## src/design/acr_pkg.sv

```systemverilog
package acr_pkg;

	// Register offsets on the plain register port
	localparam logic [2:0] ACR_OFS_CTRL0  = 3'h0;
	localparam logic [2:0] ACR_OFS_CTRL1  = 3'h1;
	localparam logic [2:0] ACR_OFS_RESH   = 3'h2;
	localparam logic [2:0] ACR_OFS_RESL   = 3'h3;
	localparam logic [2:0] ACR_OFS_FLAG   = 3'h4;

	// Control register 0 field positions
	localparam int ACR_BIT_JUSTIFY = 7;
	localparam int ACR_BIT_REF     = 6;
	localparam int ACR_CHS_HI      = 5;
	localparam int ACR_CHS_LO      = 2;
	localparam int ACR_BIT_GO      = 1;
	localparam int ACR_BIT_EN      = 0;
	// Control register 1 field positions
	localparam int ACR_CS_HI       = 6;
	localparam int ACR_CS_LO       = 4;
	// Flag register field position
	localparam int ACR_BIT_DONE    = 0;

	localparam logic [7:0] ACR_RST_CTRL0 = 8'h00;
	localparam logic [2:0] ACR_RST_CS    = 3'h0;

	// Channel codes
	localparam logic [3:0] ACR_CH_EXT_MAX = 4'h3;
	localparam logic [3:0] ACR_CH_DAC     = 4'he;
	localparam logic [3:0] ACR_CH_FVR     = 4'hf;

	// Clock select codes
	localparam logic [2:0] ACR_CS_DIV2  = 3'h0;
	localparam logic [2:0] ACR_CS_DIV4  = 3'h4;
	localparam logic [2:0] ACR_CS_DIV8  = 3'h1;
	localparam logic [2:0] ACR_CS_DIV16 = 3'h5;
	localparam logic [2:0] ACR_CS_DIV32 = 3'h2;
	localparam logic [2:0] ACR_CS_DIV64 = 3'h6;
	localparam logic [2:0] ACR_CS_RC    = 3'h3;
	localparam logic [7:0] ACR_RC_DIV   = 8'd16;

	// Conversion timing in conversion clock periods
	localparam logic [3:0] ACR_STARTUP_PERIODS = 4'd1;
	localparam logic [3:0] ACR_ABORT_PERIODS   = 4'd2;
	localparam logic [3:0] ACR_RESULT_BITS     = 4'd10;

	// Input mux source
	typedef enum logic [1:0] {
		ACR_SRC_EXT  = 2'b00,
		ACR_SRC_DAC  = 2'b01,
		ACR_SRC_FVR  = 2'b10,
		ACR_SRC_NONE = 2'b11
	} acr_src_t;

	// Analog core steering
	typedef struct packed {
		logic       powered;
		logic       ref_ext;
		acr_src_t   source;
		logic [1:0] ext_index;
		logic       sample;
		logic [9:0] trial;
	} acr_analog_t;

	// Register port request
	typedef struct packed {
		logic [2:0] addr;
		logic [7:0] wdata;
		logic       wr;
		logic       rd;
	} acr_bus_t;

	typedef enum logic [1:0] {
		ACR_ST_IDLE    = 2'b00,
		ACR_ST_STARTUP = 2'b01,
		ACR_ST_CONVERT = 2'b10,
		ACR_ST_ABORT   = 2'b11
	} acr_state_t;

endpackage

```

## src/design/acr_tick_gen.sv

```systemverilog
`timescale 1ns/1ps
module acr_tick_gen
	import acr_pkg::*;
(
	// Clock and reset
	input  wire logic       clock,
	input  wire logic       sys_rst,
	// Control
	input  wire logic       run,
	input  wire logic [2:0] clock_select,
	input  wire logic       rc_osc,
	// Conversion clock period tick
	output logic            tick
);
	typedef struct packed {
		logic [6:0] count;
		logic       rc_s1;
		logic       rc_s2;
		logic       rc_s3;
		logic [7:0] rc_count;
		logic       tick;
	} acr_tick_state_t;

	acr_tick_state_t s_q;
	acr_tick_state_t s_d;
	logic [6:0]      limit;

	always_comb begin
		case (clock_select)
			ACR_CS_DIV2:  limit = 7'd1;
			ACR_CS_DIV4:  limit = 7'd3;
			ACR_CS_DIV8:  limit = 7'd7;
			ACR_CS_DIV16: limit = 7'd15;
			ACR_CS_DIV32: limit = 7'd31;
			ACR_CS_DIV64: limit = 7'd63;
			default:      limit = 7'd0;
		endcase
	end

	always_comb begin
		s_d       = s_q;
		s_d.tick  = 1'b0;
		s_d.rc_s1 = rc_osc;
		s_d.rc_s2 = s_q.rc_s1;
		s_d.rc_s3 = s_q.rc_s2;
		if (!run) begin
			s_d.count    = 7'd0;
			s_d.rc_count = 8'd0;
		end else if (clock_select == ACR_CS_RC) begin
			if (s_q.rc_s2 && !s_q.rc_s3) begin
				if (s_q.rc_count == ACR_RC_DIV - 8'd1) begin
					s_d.rc_count = 8'd0;
					s_d.tick     = 1'b1;
				end else begin
					s_d.rc_count = s_q.rc_count + 8'd1;
				end
			end
		end else if (s_q.count >= limit) begin
			s_d.count = 7'd0;
			s_d.tick  = 1'b1;
		end else begin
			s_d.count = s_q.count + 7'd1;
		end
	end

	always_ff @(posedge clock) begin
		if (sys_rst) begin
			s_q <= '0;
		end else begin
			s_q <= s_d;
		end
	end

	assign tick = s_q.tick;

endmodule

```

## src/design/acr_core.sv

```systemverilog
`timescale 1ns/1ps
module acr_core
	import acr_pkg::*;
(
	// Clock and reset
	input  wire logic                clock,
	input  wire logic                sys_rst,
	// Register port
	input  wire logic [2:0]          reg_addr,
	input  wire logic [7:0]          reg_wdata,
	input  wire logic                reg_wr,
	input  wire logic                reg_rd,
	output logic [7:0]               reg_rdata,
	// Triggers and clock sources
	input  wire logic                special_trigger,
	input  wire logic                rc_osc,
	// Analog core
	input  wire logic                comparator_out,
	output acr_pkg::acr_analog_t     analog,
	// Events
	output logic                     conversion_done_flag,
	output logic                     conversion_done_pulse
);
	typedef struct packed {
		logic       result_justify_select;
		logic       reference_select;
		logic [3:0] channel_select;
		logic       go;
		logic       converter_enable;
		logic [2:0] conversion_clock_select;
		logic [9:0] conversion_result;
		logic [9:0] sar;
		logic [3:0] bit_index;
		logic [3:0] wait_count;
		logic       restart;
		acr_state_t state;
		logic       done_flag;
		logic       done_pulse;
		logic       trig_s1;
		logic       trig_s2;
		logic       trig_s3;
		logic [7:0] rdata;
		acr_analog_t analog;
	} acr_core_state_t;

	acr_core_state_t s_q;
	acr_core_state_t s_d;
	logic            tick;
	logic            trig_edge;
	logic            wr_ctrl0;
	logic            sw_go_set;
	logic            sw_go_clr;
	logic            start;
	logic [9:0]      trial_bit;
	logic [7:0]      rd_mux;

	acr_tick_gen u_tick (
		.clock        (clock),
		.sys_rst      (sys_rst),
		.run          ((s_q.state != ACR_ST_IDLE) && !s_q.restart),
		.clock_select (s_q.conversion_clock_select),
		.rc_osc       (rc_osc),
		.tick         (tick)
	);

	assign trig_edge = s_q.trig_s2 && !s_q.trig_s3;
	assign wr_ctrl0  = reg_wr && (reg_addr == ACR_OFS_CTRL0);
	assign sw_go_set = wr_ctrl0 && reg_wdata[ACR_BIT_GO];
	assign sw_go_clr = wr_ctrl0 && !reg_wdata[ACR_BIT_GO];
	assign trial_bit = 10'h200 >> s_q.bit_index;

	always_comb begin
		rd_mux = 8'h00;
		if (reg_addr == ACR_OFS_CTRL0) begin
			rd_mux = {s_q.result_justify_select, s_q.reference_select, s_q.channel_select,
				s_q.go, s_q.converter_enable};
		end else if (reg_addr == ACR_OFS_CTRL1) begin
			rd_mux = {1'b0, s_q.conversion_clock_select, 4'h0};
		end else if (reg_addr == ACR_OFS_RESH) begin
			rd_mux = s_q.result_justify_select ? {6'h00, s_q.conversion_result[9:8]}
				: s_q.conversion_result[9:2];
		end else if (reg_addr == ACR_OFS_RESL) begin
			rd_mux = s_q.result_justify_select ? s_q.conversion_result[7:0]
				: {s_q.conversion_result[1:0], 6'h00};
		end else if (reg_addr == ACR_OFS_FLAG) begin
			rd_mux = {7'h00, s_q.done_flag};
		end
	end

	always_comb begin
		s_d            = s_q;
		s_d.done_pulse = 1'b0;
		s_d.restart    = 1'b0;
		s_d.trig_s1    = special_trigger;
		s_d.trig_s2    = s_q.trig_s1;
		s_d.trig_s3    = s_q.trig_s2;
		s_d.rdata      = reg_rd ? rd_mux : 8'h00;
		start          = 1'b0;

		if (wr_ctrl0) begin
			s_d.result_justify_select = reg_wdata[ACR_BIT_JUSTIFY];
			s_d.reference_select      = reg_wdata[ACR_BIT_REF];
			s_d.channel_select        = reg_wdata[ACR_CHS_HI:ACR_CHS_LO];
			s_d.converter_enable      = reg_wdata[ACR_BIT_EN];
		end
		if (reg_wr && reg_addr == ACR_OFS_CTRL1) begin
			s_d.conversion_clock_select = reg_wdata[ACR_CS_HI:ACR_CS_LO];
		end
		if (reg_wr && reg_addr == ACR_OFS_FLAG && !reg_wdata[ACR_BIT_DONE]) begin
			s_d.done_flag = 1'b0;
		end

		case (s_q.state)
			ACR_ST_IDLE: begin
				if (s_q.converter_enable && (sw_go_set || trig_edge)) begin
					start = 1'b1;
				end
			end
			ACR_ST_STARTUP, ACR_ST_CONVERT: begin
				if (sw_go_clr || !s_d.converter_enable) begin
					s_d.go         = 1'b0;
					s_d.state      = ACR_ST_ABORT;
					s_d.restart    = 1'b1;
					s_d.wait_count = 4'd0;
				end else if (tick && s_q.state == ACR_ST_STARTUP) begin
					if (s_q.wait_count == ACR_STARTUP_PERIODS - 4'd1) begin
						s_d.state     = ACR_ST_CONVERT;
						s_d.bit_index = 4'd0;
						s_d.sar       = 10'h000;
					end else begin
						s_d.wait_count = s_q.wait_count + 4'd1;
					end
				end else if (tick) begin
					if (comparator_out) begin
						s_d.sar = s_q.sar | trial_bit;
					end
					s_d.bit_index = s_q.bit_index + 4'd1;
					if (s_q.bit_index == ACR_RESULT_BITS - 4'd1) begin
						s_d.go                = 1'b0;
						s_d.state             = ACR_ST_IDLE;
						s_d.conversion_result = comparator_out ? (s_q.sar | trial_bit) : s_q.sar;
						s_d.done_flag         = 1'b1;
						s_d.done_pulse        = 1'b1;
					end
				end
			end
			ACR_ST_ABORT: begin
				if (tick && !s_q.restart) begin
					if (s_q.wait_count == ACR_ABORT_PERIODS - 4'd1) begin
						s_d.state = ACR_ST_IDLE;
					end else begin
						s_d.wait_count = s_q.wait_count + 4'd1;
					end
				end
			end
			default: s_d.state = ACR_ST_IDLE;
		endcase

		if (start) begin
			s_d.go         = 1'b1;
			s_d.state      = ACR_ST_STARTUP;
			s_d.wait_count = 4'd0;
		end

		s_d.analog.powered = s_d.converter_enable;
		s_d.analog.ref_ext = s_d.reference_select;
		if (s_d.channel_select <= ACR_CH_EXT_MAX) begin
			s_d.analog.source = ACR_SRC_EXT;
		end else if (s_d.channel_select == ACR_CH_DAC) begin
			s_d.analog.source = ACR_SRC_DAC;
		end else if (s_d.channel_select == ACR_CH_FVR) begin
			s_d.analog.source = ACR_SRC_FVR;
		end else begin
			s_d.analog.source = ACR_SRC_NONE;
		end
		s_d.analog.ext_index = s_d.channel_select[1:0];
		// Sample only when enabled and idle, hold in startup, conversion and abort
		s_d.analog.sample = s_d.converter_enable && (s_d.state == ACR_ST_IDLE);
		s_d.analog.trial  = (s_d.state == ACR_ST_CONVERT) ? (s_d.sar | (10'h200 >> s_d.bit_index)) : 10'h000;
	end

	always_ff @(posedge clock) begin
		if (sys_rst) begin
			s_q                         <= '0;
			s_q.state                   <= ACR_ST_IDLE;
			s_q.conversion_clock_select <= ACR_RST_CS;
			s_q.analog.source           <= ACR_SRC_EXT;
			s_q.conversion_result       <= s_q.conversion_result;
		end else begin
			s_q <= s_d;
		end
	end

	assign reg_rdata             = s_q.rdata;
	assign analog                = s_q.analog;
	assign conversion_done_flag  = s_q.done_flag;
	assign conversion_done_pulse = s_q.done_pulse;

	a_go_clears_done: assert property (@(posedge clock) disable iff (sys_rst)
		$rose(s_q.done_pulse) |-> !s_q.go && s_q.done_flag && s_q.state == ACR_ST_IDLE)
		else $error("Go not cleared at completion");
	a_go_reads_busy: assert property (@(posedge clock) disable iff (sys_rst)
		(s_q.state == ACR_ST_STARTUP || s_q.state == ACR_ST_CONVERT) |-> s_q.go)
		else $error("Go low during conversion");
	a_start_on_write: assert property (@(posedge clock) disable iff (sys_rst)
		(s_q.state == ACR_ST_IDLE && s_q.converter_enable && sw_go_set) |=> s_q.go)
		else $error("Write of go did not start");
	a_abort_keeps: assert property (@(posedge clock) disable iff (sys_rst)
		(s_q.state == ACR_ST_ABORT) |-> $stable(s_q.conversion_result) && !s_q.done_pulse)
		else $error("Abort changed result");
	a_ctrl1_zero: assert property (@(posedge clock) disable iff (sys_rst)
		$past(reg_rd) && $past(reg_addr) == ACR_OFS_CTRL1 |-> reg_rdata[7] == 1'b0 && reg_rdata[3:0] == 4'h0)
		else $error("Control 1 unused bits nonzero");
	a_right_high: assert property (@(posedge clock) disable iff (sys_rst)
		reg_rd && reg_addr == ACR_OFS_RESH && s_q.result_justify_select
		|=> reg_rdata == {6'h00, $past(s_q.conversion_result[9:8])})
		else $error("Right justified high byte wrong");
	a_left_low: assert property (@(posedge clock) disable iff (sys_rst)
		reg_rd && reg_addr == ACR_OFS_RESL && !s_q.result_justify_select
		|=> reg_rdata == {$past(s_q.conversion_result[1:0]), 6'h00})
		else $error("Left justified low byte wrong");
	a_flag_set_wins: assert property (@(posedge clock) disable iff (sys_rst)
		s_q.done_pulse |-> s_q.done_flag)
		else $error("Done flag lost");
	a_trigger_start: assert property (@(posedge clock) disable iff (sys_rst)
		(s_q.state == ACR_ST_IDLE && s_q.converter_enable && trig_edge && !wr_ctrl0) |=> s_q.go)
		else $error("Trigger did not start");
	a_disabled_idle: assert property (@(posedge clock) disable iff (sys_rst)
		!s_q.converter_enable |-> !s_q.analog.powered || $past(s_q.converter_enable))
		else $error("Powered while disabled");
	a_idle_go_low: assert property (@(posedge clock) disable iff (sys_rst)
		(s_q.state == ACR_ST_IDLE || s_q.state == ACR_ST_ABORT) |-> !s_q.go)
		else $error("Go high while not converting");
	a_left_high: assert property (@(posedge clock) disable iff (sys_rst)
		reg_rd && reg_addr == ACR_OFS_RESH && !s_q.result_justify_select |=> reg_rdata == $past(s_q.conversion_result[9:2]))
		else $error("Left justified high byte wrong");
	a_right_low: assert property (@(posedge clock) disable iff (sys_rst)
		reg_rd && reg_addr == ACR_OFS_RESL && s_q.result_justify_select |=> reg_rdata == $past(s_q.conversion_result[7:0]))
		else $error("Right justified low byte wrong");
	a_ctrl1_field: assert property (@(posedge clock) disable iff (sys_rst)
		reg_rd && reg_addr == ACR_OFS_CTRL1 |=> reg_rdata[6:4] == $past(s_q.conversion_clock_select))
		else $error("Clock select readback wrong");
	a_flag_rise_done: assert property (@(posedge clock) disable iff (sys_rst)
		$rose(s_q.done_flag) |-> s_q.done_pulse)
		else $error("Done flag set without completion");
	a_pulse_single: assert property (@(posedge clock) disable iff (sys_rst)
		s_q.done_pulse |=> !s_q.done_pulse)
		else $error("Done pulse longer than one cycle");
	a_pulse_after_convert: assert property (@(posedge clock) disable iff (sys_rst)
		s_q.done_pulse |-> $past(s_q.state) == ACR_ST_CONVERT && $past(tick))
		else $error("Done pulse outside conversion");
	a_result_only_done: assert property (@(posedge clock) disable iff (sys_rst)
		!s_q.done_pulse |-> $stable(s_q.conversion_result))
		else $error("Result changed without completion");
	a_flag_clears: assert property (@(posedge clock) disable iff (sys_rst)
		reg_wr && reg_addr == ACR_OFS_FLAG && !reg_wdata[ACR_BIT_DONE] |=> !s_q.done_flag || s_q.done_pulse)
		else $error("Done flag not cleared");
	a_flag_sticky: assert property (@(posedge clock) disable iff (sys_rst)
		s_q.done_flag && !(reg_wr && reg_addr == ACR_OFS_FLAG && !reg_wdata[ACR_BIT_DONE]) |=> s_q.done_flag)
		else $error("Done flag dropped by itself");
	a_bit_range: assert property (@(posedge clock) disable iff (sys_rst)
		s_q.state == ACR_ST_CONVERT |-> s_q.bit_index < ACR_RESULT_BITS)
		else $error("Bit index out of range");
	a_msb_first: assert property (@(posedge clock) disable iff (sys_rst)
		$rose(s_q.state == ACR_ST_CONVERT) |-> s_q.analog.trial == 10'h200)
		else $error("First trial not most significant bit");
	a_sample_hold: assert property (@(posedge clock) disable iff (sys_rst)
		s_q.state == ACR_ST_CONVERT |-> !s_q.analog.sample)
		else $error("Sampling while resolving");
	a_abort_to_idle: assert property (@(posedge clock) disable iff (sys_rst)
		$fell(s_q.state == ACR_ST_ABORT) |-> s_q.state == ACR_ST_IDLE && !s_q.go)
		else $error("Abort wait left to wrong state");
	a_clear_aborts: assert property (@(posedge clock) disable iff (sys_rst)
		(s_q.state == ACR_ST_STARTUP || s_q.state == ACR_ST_CONVERT) && sw_go_clr |=> s_q.state == ACR_ST_ABORT && !s_q.go)
		else $error("Go clear did not abort");
	a_disable_aborts: assert property (@(posedge clock) disable iff (sys_rst)
		(s_q.state == ACR_ST_STARTUP || s_q.state == ACR_ST_CONVERT) && wr_ctrl0 && !reg_wdata[ACR_BIT_EN]
		|=> s_q.state == ACR_ST_ABORT)
		else $error("Disable did not abort");
	a_no_start_disabled: assert property (@(posedge clock) disable iff (sys_rst)
		s_q.state == ACR_ST_IDLE && !s_q.converter_enable |=> s_q.state == ACR_ST_IDLE)
		else $error("Started while disabled");
	a_abort_exits: assert property (@(posedge clock) disable iff (sys_rst)
		s_q.state == ACR_ST_ABORT |=> s_q.state == ACR_ST_ABORT || s_q.state == ACR_ST_IDLE)
		else $error("Start during abort wait");
	a_ref_store: assert property (@(posedge clock) disable iff (sys_rst)
		wr_ctrl0 |=> s_q.analog.ref_ext == $past(reg_wdata[ACR_BIT_REF]))
		else $error("Reference choice not applied");
	a_ext_route: assert property (@(posedge clock) disable iff (sys_rst)
		wr_ctrl0 && reg_wdata[ACR_CHS_HI:ACR_CHS_LO] <= ACR_CH_EXT_MAX
		|=> s_q.analog.source == ACR_SRC_EXT && s_q.analog.ext_index == $past(reg_wdata[ACR_CHS_LO + 1:ACR_CHS_LO]))
		else $error("External input not routed");
	a_dac_route: assert property (@(posedge clock) disable iff (sys_rst)
		wr_ctrl0 && reg_wdata[ACR_CHS_HI:ACR_CHS_LO] == ACR_CH_DAC |=> s_q.analog.source == ACR_SRC_DAC)
		else $error("DAC input not routed");
	a_fvr_route: assert property (@(posedge clock) disable iff (sys_rst)
		wr_ctrl0 && reg_wdata[ACR_CHS_HI:ACR_CHS_LO] == ACR_CH_FVR |=> s_q.analog.source == ACR_SRC_FVR)
		else $error("Fixed reference input not routed");
	a_clock_store: assert property (@(posedge clock) disable iff (sys_rst)
		reg_wr && reg_addr == ACR_OFS_CTRL1 |=> s_q.conversion_clock_select == $past(reg_wdata[ACR_CS_HI:ACR_CS_LO]))
		else $error("Clock select not stored");
	a_justify_store: assert property (@(posedge clock) disable iff (sys_rst)
		wr_ctrl0 |=> s_q.result_justify_select == $past(reg_wdata[ACR_BIT_JUSTIFY]))
		else $error("Justify bit not stored");
	a_go_readback: assert property (@(posedge clock) disable iff (sys_rst)
		reg_rd && reg_addr == ACR_OFS_CTRL0 |=> reg_rdata[ACR_BIT_GO] == $past(s_q.go))
		else $error("Go readback wrong");
	a_flag_readback: assert property (@(posedge clock) disable iff (sys_rst)
		reg_rd && reg_addr == ACR_OFS_FLAG |=> reg_rdata == {7'h00, $past(s_q.done_flag)})
		else $error("Flag readback wrong");

endmodule

```

## config.mk

```make
export PLATFORM = sky130hd
export DESIGN_NAME = acr_core
export DESIGN_NICKNAME = d
export VERILOG_FILES = /design/src/design/acr_pkg.sv /design/src/design/acr_tick_gen.sv /design/src/design/acr_core.sv
export SDC_FILE = /design/constraint.sdc
export NUM_CORES = 1
export LEC_CHECK = 0
export ABC_AREA = 1
export BUFFER_PORTS_ARGS = -buffer_cell sky130_fd_sc_hd__clkbuf_2
export CAP_MARGIN = 15
export CELL_PAD_IN_SITES_DETAIL_PLACEMENT = 0
export CELL_PAD_IN_SITES_GLOBAL_PLACEMENT = 2
export CORE_MARGIN = 5
export CORE_UTILIZATION = 25
export DETAILED_ROUTE_END_ITERATION = 12
export PLACE_DENSITY_LB_ADDON = 0.3
export SLEW_MARGIN = 20
export SYNTH_ARGS = -nofsm -noshare
export SYNTH_HDL_FRONTEND = slang
export SYNTH_SLANG_ARGS = --single-unit
```

## constraint.sdc

```tcl
create_clock -name clock -period 7.4 [get_ports clock]
set_input_delay 1.48 -clock clock [delete_from_list [all_inputs] [get_ports clock]]
set_output_delay 1.48 -clock clock [all_outputs]
set_load 0.05 [all_outputs]
```

# Word-level counts from Yosys, hierarchy flattened
# Cells that the tools add are included.
# Widths: inputs -> output; s select.
# totals
regBits	89
inputBits	18
output_inout_bits	27
word_cells	167
# op_classes
n_addsub	4
order_cmp	2
eq_ne	24
shifts	2
muxes	52
bitwise_logic	10
reduce_logical	44
# op_table
operator	n
$mux 14	5
$mux 8	7
$pmux 6 s6	1
$mux 4	7
$or 10x10->10	2
$shr 10x4->10 const A	2
$mux 1	18
$mux 2	9
$reduce_or 2->1	7
$logic_and 1x1->1	13
$eq 3x2->1 const B	4
$eq 3x3->1 const B	4
$eq 4x4->1 const B	3
$mux 10	1
$ne 3x3->1 const B	3
$add 4x1->4 const B	2
$add 8x1->8 const B	1
$eq 8x4->1 const B	1
$not 1->1	8
$pmux 4 s2	1
$add 7x1->7 const B	1
$ge 7x6->1	1
$mux 7	1
$eq 2x2->1 const B	3
other kinds (20)	33

# Depth between registers and ports, before layout
# Gate-level depths: netlist of the first run.
# depth
word_depth	13
ltp_mapped	14
mapped_depth_nobuf	14

# Modules after synthesis
# From an unflattened synthesis of the first run, not the netlist that was laid out.
# hier_totals
cells_unflattened	598
area_unflattened_um2	4600.7
# by_module_without_submodules
mod	n_inst	cells_per_inst	area_per_inst_um2	seq_area_each_um2
acr_core	1	442	3448.3	1461.4
acr_tick_gen	1	156	1152.4	380.4

# Least setup slack after synthesis of the first run
# No wires, ideal clock.
# synth_path
kind	input-to-reg
start	input reg_wr
end	register s_q[51] (netlist name), enable pin
setup_ns	0.407
arrival_ns	3.183
required_time_ns	6.993
setup_slack_ns	3.809
cell_stages	6
path_buffers	2
cell_sequence	clkbuf_2 -> nand3_4 -> nand2_2 -> nand3_2 -> buf_6 -> nor4_1
# synth_via
elab_chain_len	6
elab_cells_between_ends	7
cone_classes	1 x mux; 1 x bitwise; 5 x reduce/logical
# synth_rtl
element	line	text
start: declaration	acr_core.sv:11	input wire logic reg_wr,
$logic_and 1x1->1 (*)	acr_core.sv:67	assign wr_ctrl0 = reg_wr && (reg_addr == ACR_OFS_CTRL0);
$mux 1	acr_core.sv:100	if (wr_ctrl0) begin
$logic_not 1->1	acr_core.sv:120	if (sw_go_clr || !s_d.converter_enable) begin
$logic_or 1x1->1 (*)	acr_core.sv:120	
$not 1->1 (no source line) (*)	-	
$reduce_and 6->1 (no source line) (*)	-	
end: declaration	acr_core.sv:46	acr_core_state_t s_q;
# Mark *: on every way between the ends. The rest lies on a longest branch, timed or not.
# A chain may end at the register's enable or synchronous reset.

# Worst setup path in the final report of the first run
# layout_path
start	input reg_addr[2]
end	register analog[2] (netlist name)
# layout_via
elab_chain_len	11
elab_cells_between_ends	21
cone_classes	1 x eq/ne; 1 x shift; 8 x mux; 2 x bitwise; 9 x reduce/logical
# layout_rtl
element	line	text
start: declaration	acr_core.sv:9	input wire logic [2:0] reg_addr,
$logic_not 3->1 (*)	acr_core.sv:67	
$logic_and 1x1->1 (*)	acr_core.sv:67	
$mux 1 or $logic_and 1x1->1 (tied branches)	acr_core.sv:100, acr_core.sv:68	
$logic_not 1->1 or $logic_or 1x1->1 (tied branches)	acr_core.sv:120, acr_core.sv:115	
$logic_or 1x1->1 or $logic_and 1x1->1 (tied branches)	acr_core.sv:120, acr_core.sv:115	
$mux 2 or $mux 1 (tied branches)	acr_core.sv:120, acr_core.sv:115	
$pmux 2 s2 or $mux 1 (tied branches)	acr_core.sv:113	case (s_q.state)
$mux 2	acr_core.sv:159	if (start) begin
$eq 2x2->1	acr_core.sv:179	s_d.analog.trial = (s_d.state == ACR_ST_CONVERT) ? (s_d.sar | (10'h200 >> s_d.bit_index)) : 10'h000;
$not 1->1 (no source line)	-	
$reduce_or 2->1 (no source line)	-	
# Marks and branches as above.

==> results of run 1 <==
## logic make-up after synthesis
group | share of synthesized area [%]
and+or+nand+nor | 26.8
buffers and inverters | 12.0
DFF | 42.2
AOI/OAI and AO/OA | 10.5
adders and majority gates | 5.74
xor gates and xnor gates | 1.81
muxes | 0.918
## routing by layer
metal	part of all wire, %	vias to the layer above
met2	45	57
met4	0.93	0
met1	50	1572
li1	-	1838
met3	4.0	8
met5	0	-
## registers in the layout, indices dropped and copies added, names as in the netlist
name / cells
reg_rdata: 8
analog: 15
s_q: 41
u_tick.s_q: 16
u_tick.s_d: 2
u_tick.tick: 1
conversion_done_flag: 1
s_d: 2
conversion_done_pulse: 1
## worst max-delay path: stages
cell and delay [ps]:
sky130_fd_sc_hd__clkbuf_2 110, sky130_fd_sc_hd__inv_1 200, sky130_fd_sc_hd__nand3_4 200, sky130_fd_sc_hd__nand2_2 100
sky130_fd_sc_hd__nand3_2 270, sky130_fd_sc_hd__nor3_4 480, sky130_fd_sc_hd__o22ai_1 170, sky130_fd_sc_hd__a21oi_1 150
sky130_fd_sc_hd__nor2_1 60
## worst min path at each step
stage                                    startpoint                       end  slack (ps)  depth (start not counted)
final                            s_d[26]$_SDFF_PP0_        s_d[25]$_SDFF_PP0_         400                          2
after floorplan                  s_d[26]$_SDFF_PP0_        s_d[25]$_SDFF_PP0_         390                          2
after global placement           s_d[26]$_SDFF_PP0_        s_d[25]$_SDFF_PP0_         390                          2
after CTS                        s_d[26]$_SDFF_PP0_        s_d[25]$_SDFF_PP0_         400                          2
after global routing      u_tick.s_d[10]$_SDFF_PP0_  u_tick.s_d[9]$_SDFF_PP0_         420                          2
after detailed placement         s_d[26]$_SDFF_PP0_        s_d[25]$_SDFF_PP0_         400                          2
## per-stage QoR
| stage | setup slack (ps) | util (%) | power, W | instance area (sq um) |
|---|---|---|---|---|
| final | 4410 | 28.8 | 0.00102 | 4970 |
| after global routing | 4240 | 28.8 | 0.00106 | 4970 |
| after CTS | 4100 | 28.8 | 0.00104 | 4960 |
| after detailed placement | 3730 | 26.9 | 0.000540 | 4640 |
| after global placement | 3860 | 26.9 | 0.000540 | 4640 |
| after floorplan | 3810 | - | 0.000526 | 4360 |
## report_power, final
| part | internal, W | leakage, nW | switching (W) |
|---|---|---|---|
| sequential | 0.000480 | 0.715 | 0.00000252 |
| combinational | 0.0000131 | 1.23 | 0.0000330 |
| clock | 0.000298 | 0.157 | 0.000193 |
| total | 0.000791 | 2.10 | 0.000228 |
## final cells by class
type	count	area [sq um]
inverter	78	293
fill	1861	12300
multi-input combinational	356	2010
clock buffer	10	229
clock inverter	6	91.3
tap	225	282
sequential	87	1840
timing repair buffer	44	220
## placed cells by master, fill, tap and decap left out, types with 5 or more instances in the layout
cell and n:
sky130_fd_sc_hd__o21ai_0 16, sky130_fd_sc_hd__nor2_1 69, sky130_fd_sc_hd__clkbuf_2 44, sky130_fd_sc_hd__nand4_1 16, sky130_fd_sc_hd__nand2_1 88, sky130_fd_sc_hd__dfxtp_1 77, sky130_fd_sc_hd__ha_1 20, sky130_fd_sc_hd__clkbuf_16 9
sky130_fd_sc_hd__o22ai_1 11, sky130_fd_sc_hd__a21oi_1 37, sky130_fd_sc_hd__nand2_2 9, sky130_fd_sc_hd__inv_1 76, sky130_fd_sc_hd__nor3b_1 5, sky130_fd_sc_hd__nand3_1 25, sky130_fd_sc_hd__nor3_1 7, sky130_fd_sc_hd__xor2_1 5
sky130_fd_sc_hd__edfxtp_1 10
==> results by stage, run 1 <==
STA:
- Subtracting the final worst setup slack from the clock period gives 2990 ps.
- The fmax is 334 MHz.
- The number of hold violations in the final report is 0.
- Setup violations remaining at the end of the flow were counted as 0.
- The total negative slack for setup checks is 0 ps.
- Hold is met by 403 ps.
- Measured against its own limit, the worst slew margin works out to 46.2%.
- The final number of max-transition violations is 0.
- The actual transition at the worst max-transition pin is 807 ps.
- The ratio of final minimum period to clock period is 40.4%.
- On the final layout, the worst clock skew is 11.6 ps.
- Setup repair after global routing left no endpoint under its margin.

Pwr:
- The cell leakage power is 2.10 nW.
- The highest ir drop seen on vdd is 0.0948 mV.
- The power per unit of standard cell area is 205 nW/um^2.

Synth:
- The Yosys step of the flow raised 0 warnings.
- Synthesis produced a netlist with a net count of 592.
- The number of unique standard cell types used by synthesis is 46.
- Summed over its instances, the top area cell type makes up 35.3% of the synthesized netlist area.
- Among all flip-flop cells after synthesis, the most frequent one is sky130_fd_sc_hd__dfxtp_1.
- Summing every instance area after synthesis gives 4360 sq um.
- The number of standard cells after synthesis is 554.
- Counting instances in the post-synthesis netlist gives the leading cell types as sky130_fd_sc_hd__nand2_1, sky130_fd_sc_hd__dfxtp_1, sky130_fd_sc_hd__inv_1.
- The library cell with the largest summed area after synthesis is sky130_fd_sc_hd__dfxtp_1.
- Counting flops with a built-in enable in the synthesized netlist gives 10.
- The sequential share of the synthesized area is 42.2%.
- The leading cell type by number of instances after synthesis is sky130_fd_sc_hd__nand2_1.
- By area the synthesized netlist is led by sky130_fd_sc_hd__dfxtp_1, sky130_fd_sc_hd__nand2_1, sky130_fd_sc_hd__edfxtp_1.
- Of all flip-flops after synthesis, the portion carrying an async set or reset was 0%.
- The mean instance size in the synthesized netlist is 7.87 sq um.
- The count of state elements after synthesis is 87.

GRT:
- For met2 alone, demand over resource in global routing was 17.8%.
- Global routing finished with a remaining overflow of 0.
- For this run, global-route usage on met1 was measured as 15.0%.
- The number of antenna violations at the first check in global routing came to 0.
- The number of global-route vias before repair is 3440.
- Global routing used 11.3% of the available tracks across all layers.
- In this run the most used layer during global routing was met2.
- The first global-routing pass estimated 17900 microns of wire.
- For this run, global-route usage on met3 was measured as 2.99%.
- Entering global routing, the biggest net connects 33 pins.

Floorplanning:
- The number of top-level pins is 45.
- The floorplan die height is 142 microns.
- For this configuration, the core starts out at a cell density of 25.3%.
- The area of the core is 17200 sq um.
- The die footprint is 20200 sq um.
- The floorplan die width is 142 microns.
- After floorplanning, the core was divided into 48 placement rows.

Layout:
- The number of nets in the layout is 614.
- The number of antenna cells inserted is 0.
- The number of standard cells in the final layout excluding fillers is 806.
- Compared with the post-synthesis result, the final layout area differs by 13.9%.
- In the final layout, the share of cells above drive strength 1 is 14.6%.

Critical path:
- The required arrival time at the worst endpoint is 7640 ps.
- The depth of the most critical reg-to-reg path is 4.
- The capture point of the critical path is analog[2]$_SDFF_PP0_.
- By startpoint and endpoint, the worst setup path is classified as primary input to flop.
- The type of destination of the critical path is a flop.
- The internal reg-to-reg setup slack is 5010 ps.
- The arrival time of data at the critical path endpoint is 3230 ps.
- In this run the critical register-to-register path is launched from s_q[30]$_SDFF_PP0_.
- The largest fanout on the critical path is 11.
- The worst register-to-register path ends at s_q[56]$_DFFE_PP_.
- The kind of start point of the critical path is a primary input.
- The launching element of the worst setup path is reg_addr[2].

Clock network:
- The clock-pin slew reported for the worst setup and hold paths after clock tree synthesis is 70 ps.
- The number of setup buffers added after CTS is 0.
- The clock reaches the later pin of the worst-skew pair after 340 ps.
- The clock drives 87 sinks.
- The TritonCTS buffer count is 9.
- The level count of the clock H-tree is 3.
- TritonCTS built the clock tree.
- Hold repair after CTS inserted 0 buffers.
- The number of gates resized after CTS is 0.
- The cell sitting at the root of the clock tree is a sky130_fd_sc_hd__clkbuf_16.
- The maximum clock path buffer count is 2.

Route:
- After detailed routing, the number of remaining DRC violations is 0.
- The routed length per placed instance is 13.5 microns.
- The detailed router finished its first iteration with 192 violations.
- The routed layout has 3475 vias.
- The wire length after detailed routing is 10900 microns.
- The iteration count of the initial detailed-routing pass is 4.
- The residual antenna-violating net count after detailed routing is 0.
- Dividing the detail-routed via count by the number of cells gives 4.31.

Placement:
- The post-detailed-placement half-perimeter wirelength is 8440 microns.
- The final weighted congestion in routability-driven placement is 0.832.
- The number of cells in the design after placement is 790.
- The number of port buffers is 44.

Flow run:
- Across the run, the number of max-cap violations was 0.

Hold path:
- The tightest min-delay check is of the flop to flop type.

Outcome:
- The run finished with clean final reports.
Note: power is estimated with default switching activity, not from simulation.
==> run 2: changes to the inputs <==
Clock period 7.4 ns to 3 ns, I/O delays scaled along.
==> results by stage, run 2 (synthesis results as in run 1) <==
Layout:
- The number of antenna cells inserted is 0 (unchanged).
- The cell area after layout is 4980 sq um (+0.15%).
- From synthesis to final layout, the design area changed by 14.1%.
- Counting flops per register, the top entry is s_q.
- The largest registers in the layout are s_q x41, u_tick.s_q x16, analog x15.
- The most common library cell in the layout ignoring fill and taps is sky130_fd_sc_hd__nand2_1.
- The share of layout cells above drive strength 1 is 15.2% (+0.61 points).
- The number of flip-flops in the largest register is 41 (unchanged).
- The number of nets in the layout came to 617 (+0.49%).
- The top cell types in the final layout, fill and taps aside, are sky130_fd_sc_hd__nand2_1, sky130_fd_sc_hd__dfxtp_1, sky130_fd_sc_hd__inv_1, sky130_fd_sc_hd__nor2_1, sky130_fd_sc_hd__clkbuf_2.
- The number of standard cells in the final layout excluding fillers is 809 (+0.37%).

Placement:
- The final weighted congestion in routability-driven placement is 0.791 (-4.9%).
- The number of cells in the design after placement is 793 (+0.38%).
- The worst slack at placement came to 542 ps (-3190 ps).
- The area after detailed placement came to 4660 sq um (+0.49%).
- The post-detailed-placement half-perimeter wirelength is 8510 microns (+0.79%).
- The number of port buffers came to 44 (unchanged).

Route:
- The residual antenna-violating net count after detailed routing came to 0 (unchanged).
- The via count was 3609 (+3.9%).
- The number of design rule violations left after detail routing is 0 (unchanged).
- The wire length after detailed routing is 11400 microns (+4.7%).
- The iteration count of the initial detailed-routing pass was 4 (unchanged).
- The number of vias per cell after detailed routing was 4.46 (+3.5%).
- The number of violations reported at the end of detailed-routing iteration 0 is 191 (-0.52%).
- The routed length per placed instance is 14.1 microns (+4.3%).

Critical path:
- Among all stages on the critical path, the largest delay is contributed by sky130_fd_sc_hd__ha_1.
- The cell class contributing the biggest share of worst-path delay is simple AND/OR/NAND/NOR gates.
- The sum of buffers and inverters on the critical path came to 2 (unchanged).
- The type of destination of the critical path is a flop.
- The required arrival time at the worst endpoint is 3240 ps (-4400 ps).
- STA classifies the critical path startpoint as a flop.
- The most prevalent standard cell on the critical path is sky130_fd_sc_hd__inv_1.
- The stage delay of the slowest cell on the critical path is 560 ps (+80 ps).
- The largest fanout on the critical path came to 13 (+2).
- The arrival time of data at the critical path endpoint is 2590 ps (-640 ps).
- Walking the worst path, the cells encountered are inv_1 > ha_1 > inv_1 > nor3_4 > o22ai_1 > a21oi_1 > nor2_1.
- The kind of critical path is flop to flop.

STA:
- The clock period minus worst slack is 2350 ps.
- Setup repair after global routing left no endpoint under its margin.
- The final number of max-transition violations came to 0 (unchanged).
- The total negative slack for setup checks is 0 ps (unchanged).
- The fmax is 426 MHz.
- The number of hold violations in the final report is 0 (unchanged).
- The post-route clock skew was 10.5 ps (-1.07 ps).
- The ratio of final minimum period to clock period is 78.3%.
- The final count of negative-setup-slack endpoints was 0 (unchanged).
- The worst slew margin relative to its limit was 59.1% (+13 points).
- The worst setup margin is 652 ps (-3760 ps).
- The actual transition at the worst max-transition pin is 613 ps (-194 ps).

Clock network:
- The number of gates resized after CTS came to 0 (unchanged).
- The clock-pin slew reported for the worst setup and hold paths after clock tree synthesis is 70 ps (about the same).
- TritonCTS built the clock tree.
- The TritonCTS buffer count is 9 (unchanged).
- The level count of the clock H-tree came to 3 (unchanged).
- The maximum clock path buffer count is 2 (unchanged).
- The clock root buffer is sky130_fd_sc_hd__clkbuf_16.
- The hold-fix buffer count after cts is 0 (unchanged).
- The post-CTS setup buffer count is 0 (unchanged).
- The number of sinks handled by clock tree synthesis is 87 (unchanged).
- The worst-skew pair later-pin latency came to 340 ps (about the same).

GRT:
- The number of global-route vias before repair was 3508 (+2.0%).
- The global-route wire length before repair is 18500 microns (+3.2%).
- The number of antenna violations at the first check in global routing is 0 (unchanged).
- The global-route usage over all layers was 11.6% (+0.35 points).
- The aggregate global routing overflow is 0 (unchanged).
- The maximum number of pins on one net before global-route repair is 23 (-30%).

Outcome:
- The flow ran to the end, and the final reports show no timing, DRC or antenna violations.

Pwr:
- The power per unit of standard cell area is 503 nW/um^2 (+150%).
- The cell leakage power came to 2.10 nW (about the same).
- The final total power is 0.00250 W (+150%).
- The highest ir drop seen on vdd is 0.244 mV (+160%).

Flow run:
- The max-capacitance violation count is 0 (unchanged).

Floorplanning:
- The number of top-level pins is 45 (unchanged).
- The floorplan die height is 142 microns (unchanged).
- The die footprint came to 20200 sq um (unchanged).
- The number of rows created at floorplan was 48 (unchanged).
- The floorplan die width is 142 microns (unchanged).
- The starting density of the core is 25.3% (unchanged).
- The area of the core is 17200 sq um (unchanged).

Hold path:
- The worst hold path class is flop to flop.
[run 2: area by class of cell]
class	instances	area (sq um)
flip-flops and latches	87	1840
clock inverters	6	75.1
repair buffers	47	243
inverters	78	293
well taps	225	282
clock buffers	10	239
fillers	1865	12300
multi-input cells	356	2000
[run 2: per-stage QoR]
| stage | utilization (%) | hold WS [ps] |
|---|---|---|
| after CTS | 28.9 | 406 |
| final | 28.9 | 403 |
| after detailed placement | 27.1 | 395 |
| after floorplan | - | 388 |
| after global routing | 28.9 | 427 |
| after global placement | 27.1 | 393 |
[run 2: final timing paths]
check                      from                    to  slack (ps)  cells after the start
max          s_q[31]$_SDFF_PP0_  analog[2]$_SDFF_PP0_         650                      7
max reg2reg  s_q[31]$_SDFF_PP0_  analog[2]$_SDFF_PP0_         650                      7
min          s_d[26]$_SDFF_PP0_    s_d[25]$_SDFF_PP0_         400                      2
min reg2reg  s_d[26]$_SDFF_PP0_    s_d[25]$_SDFF_PP0_         400                      2
[run 2: worst min-delay path, cell delays in order, from the launching register on]
cell and delay, ps:
sky130_fd_sc_hd__dfxtp_1 300, sky130_fd_sc_hd__inv_1 40, sky130_fd_sc_hd__nor2_1 30
[run 2: where the power goes]
part	total, W	switching (W)	internal (W)
clock network	0.00120	0.000515	0.000681
logic	0.000117	0.0000834	0.0000336
registers	0.00119	0.00000658	0.00118
total	0.00250	0.000605	0.00190
[run 2: layer usage]
| layer | share of wire (%) | global-route usage [%] | vias up | routed length (microns) |
|---|---|---|---|---|
| met2 | 44 | 18.0 | 68 | 4970 |
| met1 | 51 | 15.9 | 1679 | 5830 |
| met4 | 1.7 | 3.69 | 0 | 194 |
| met5 | 0 | 0 | - | 0 |
| li1 | - | - | 1845 | - |
| met3 | 3.6 | 2.96 | 17 | 410 |
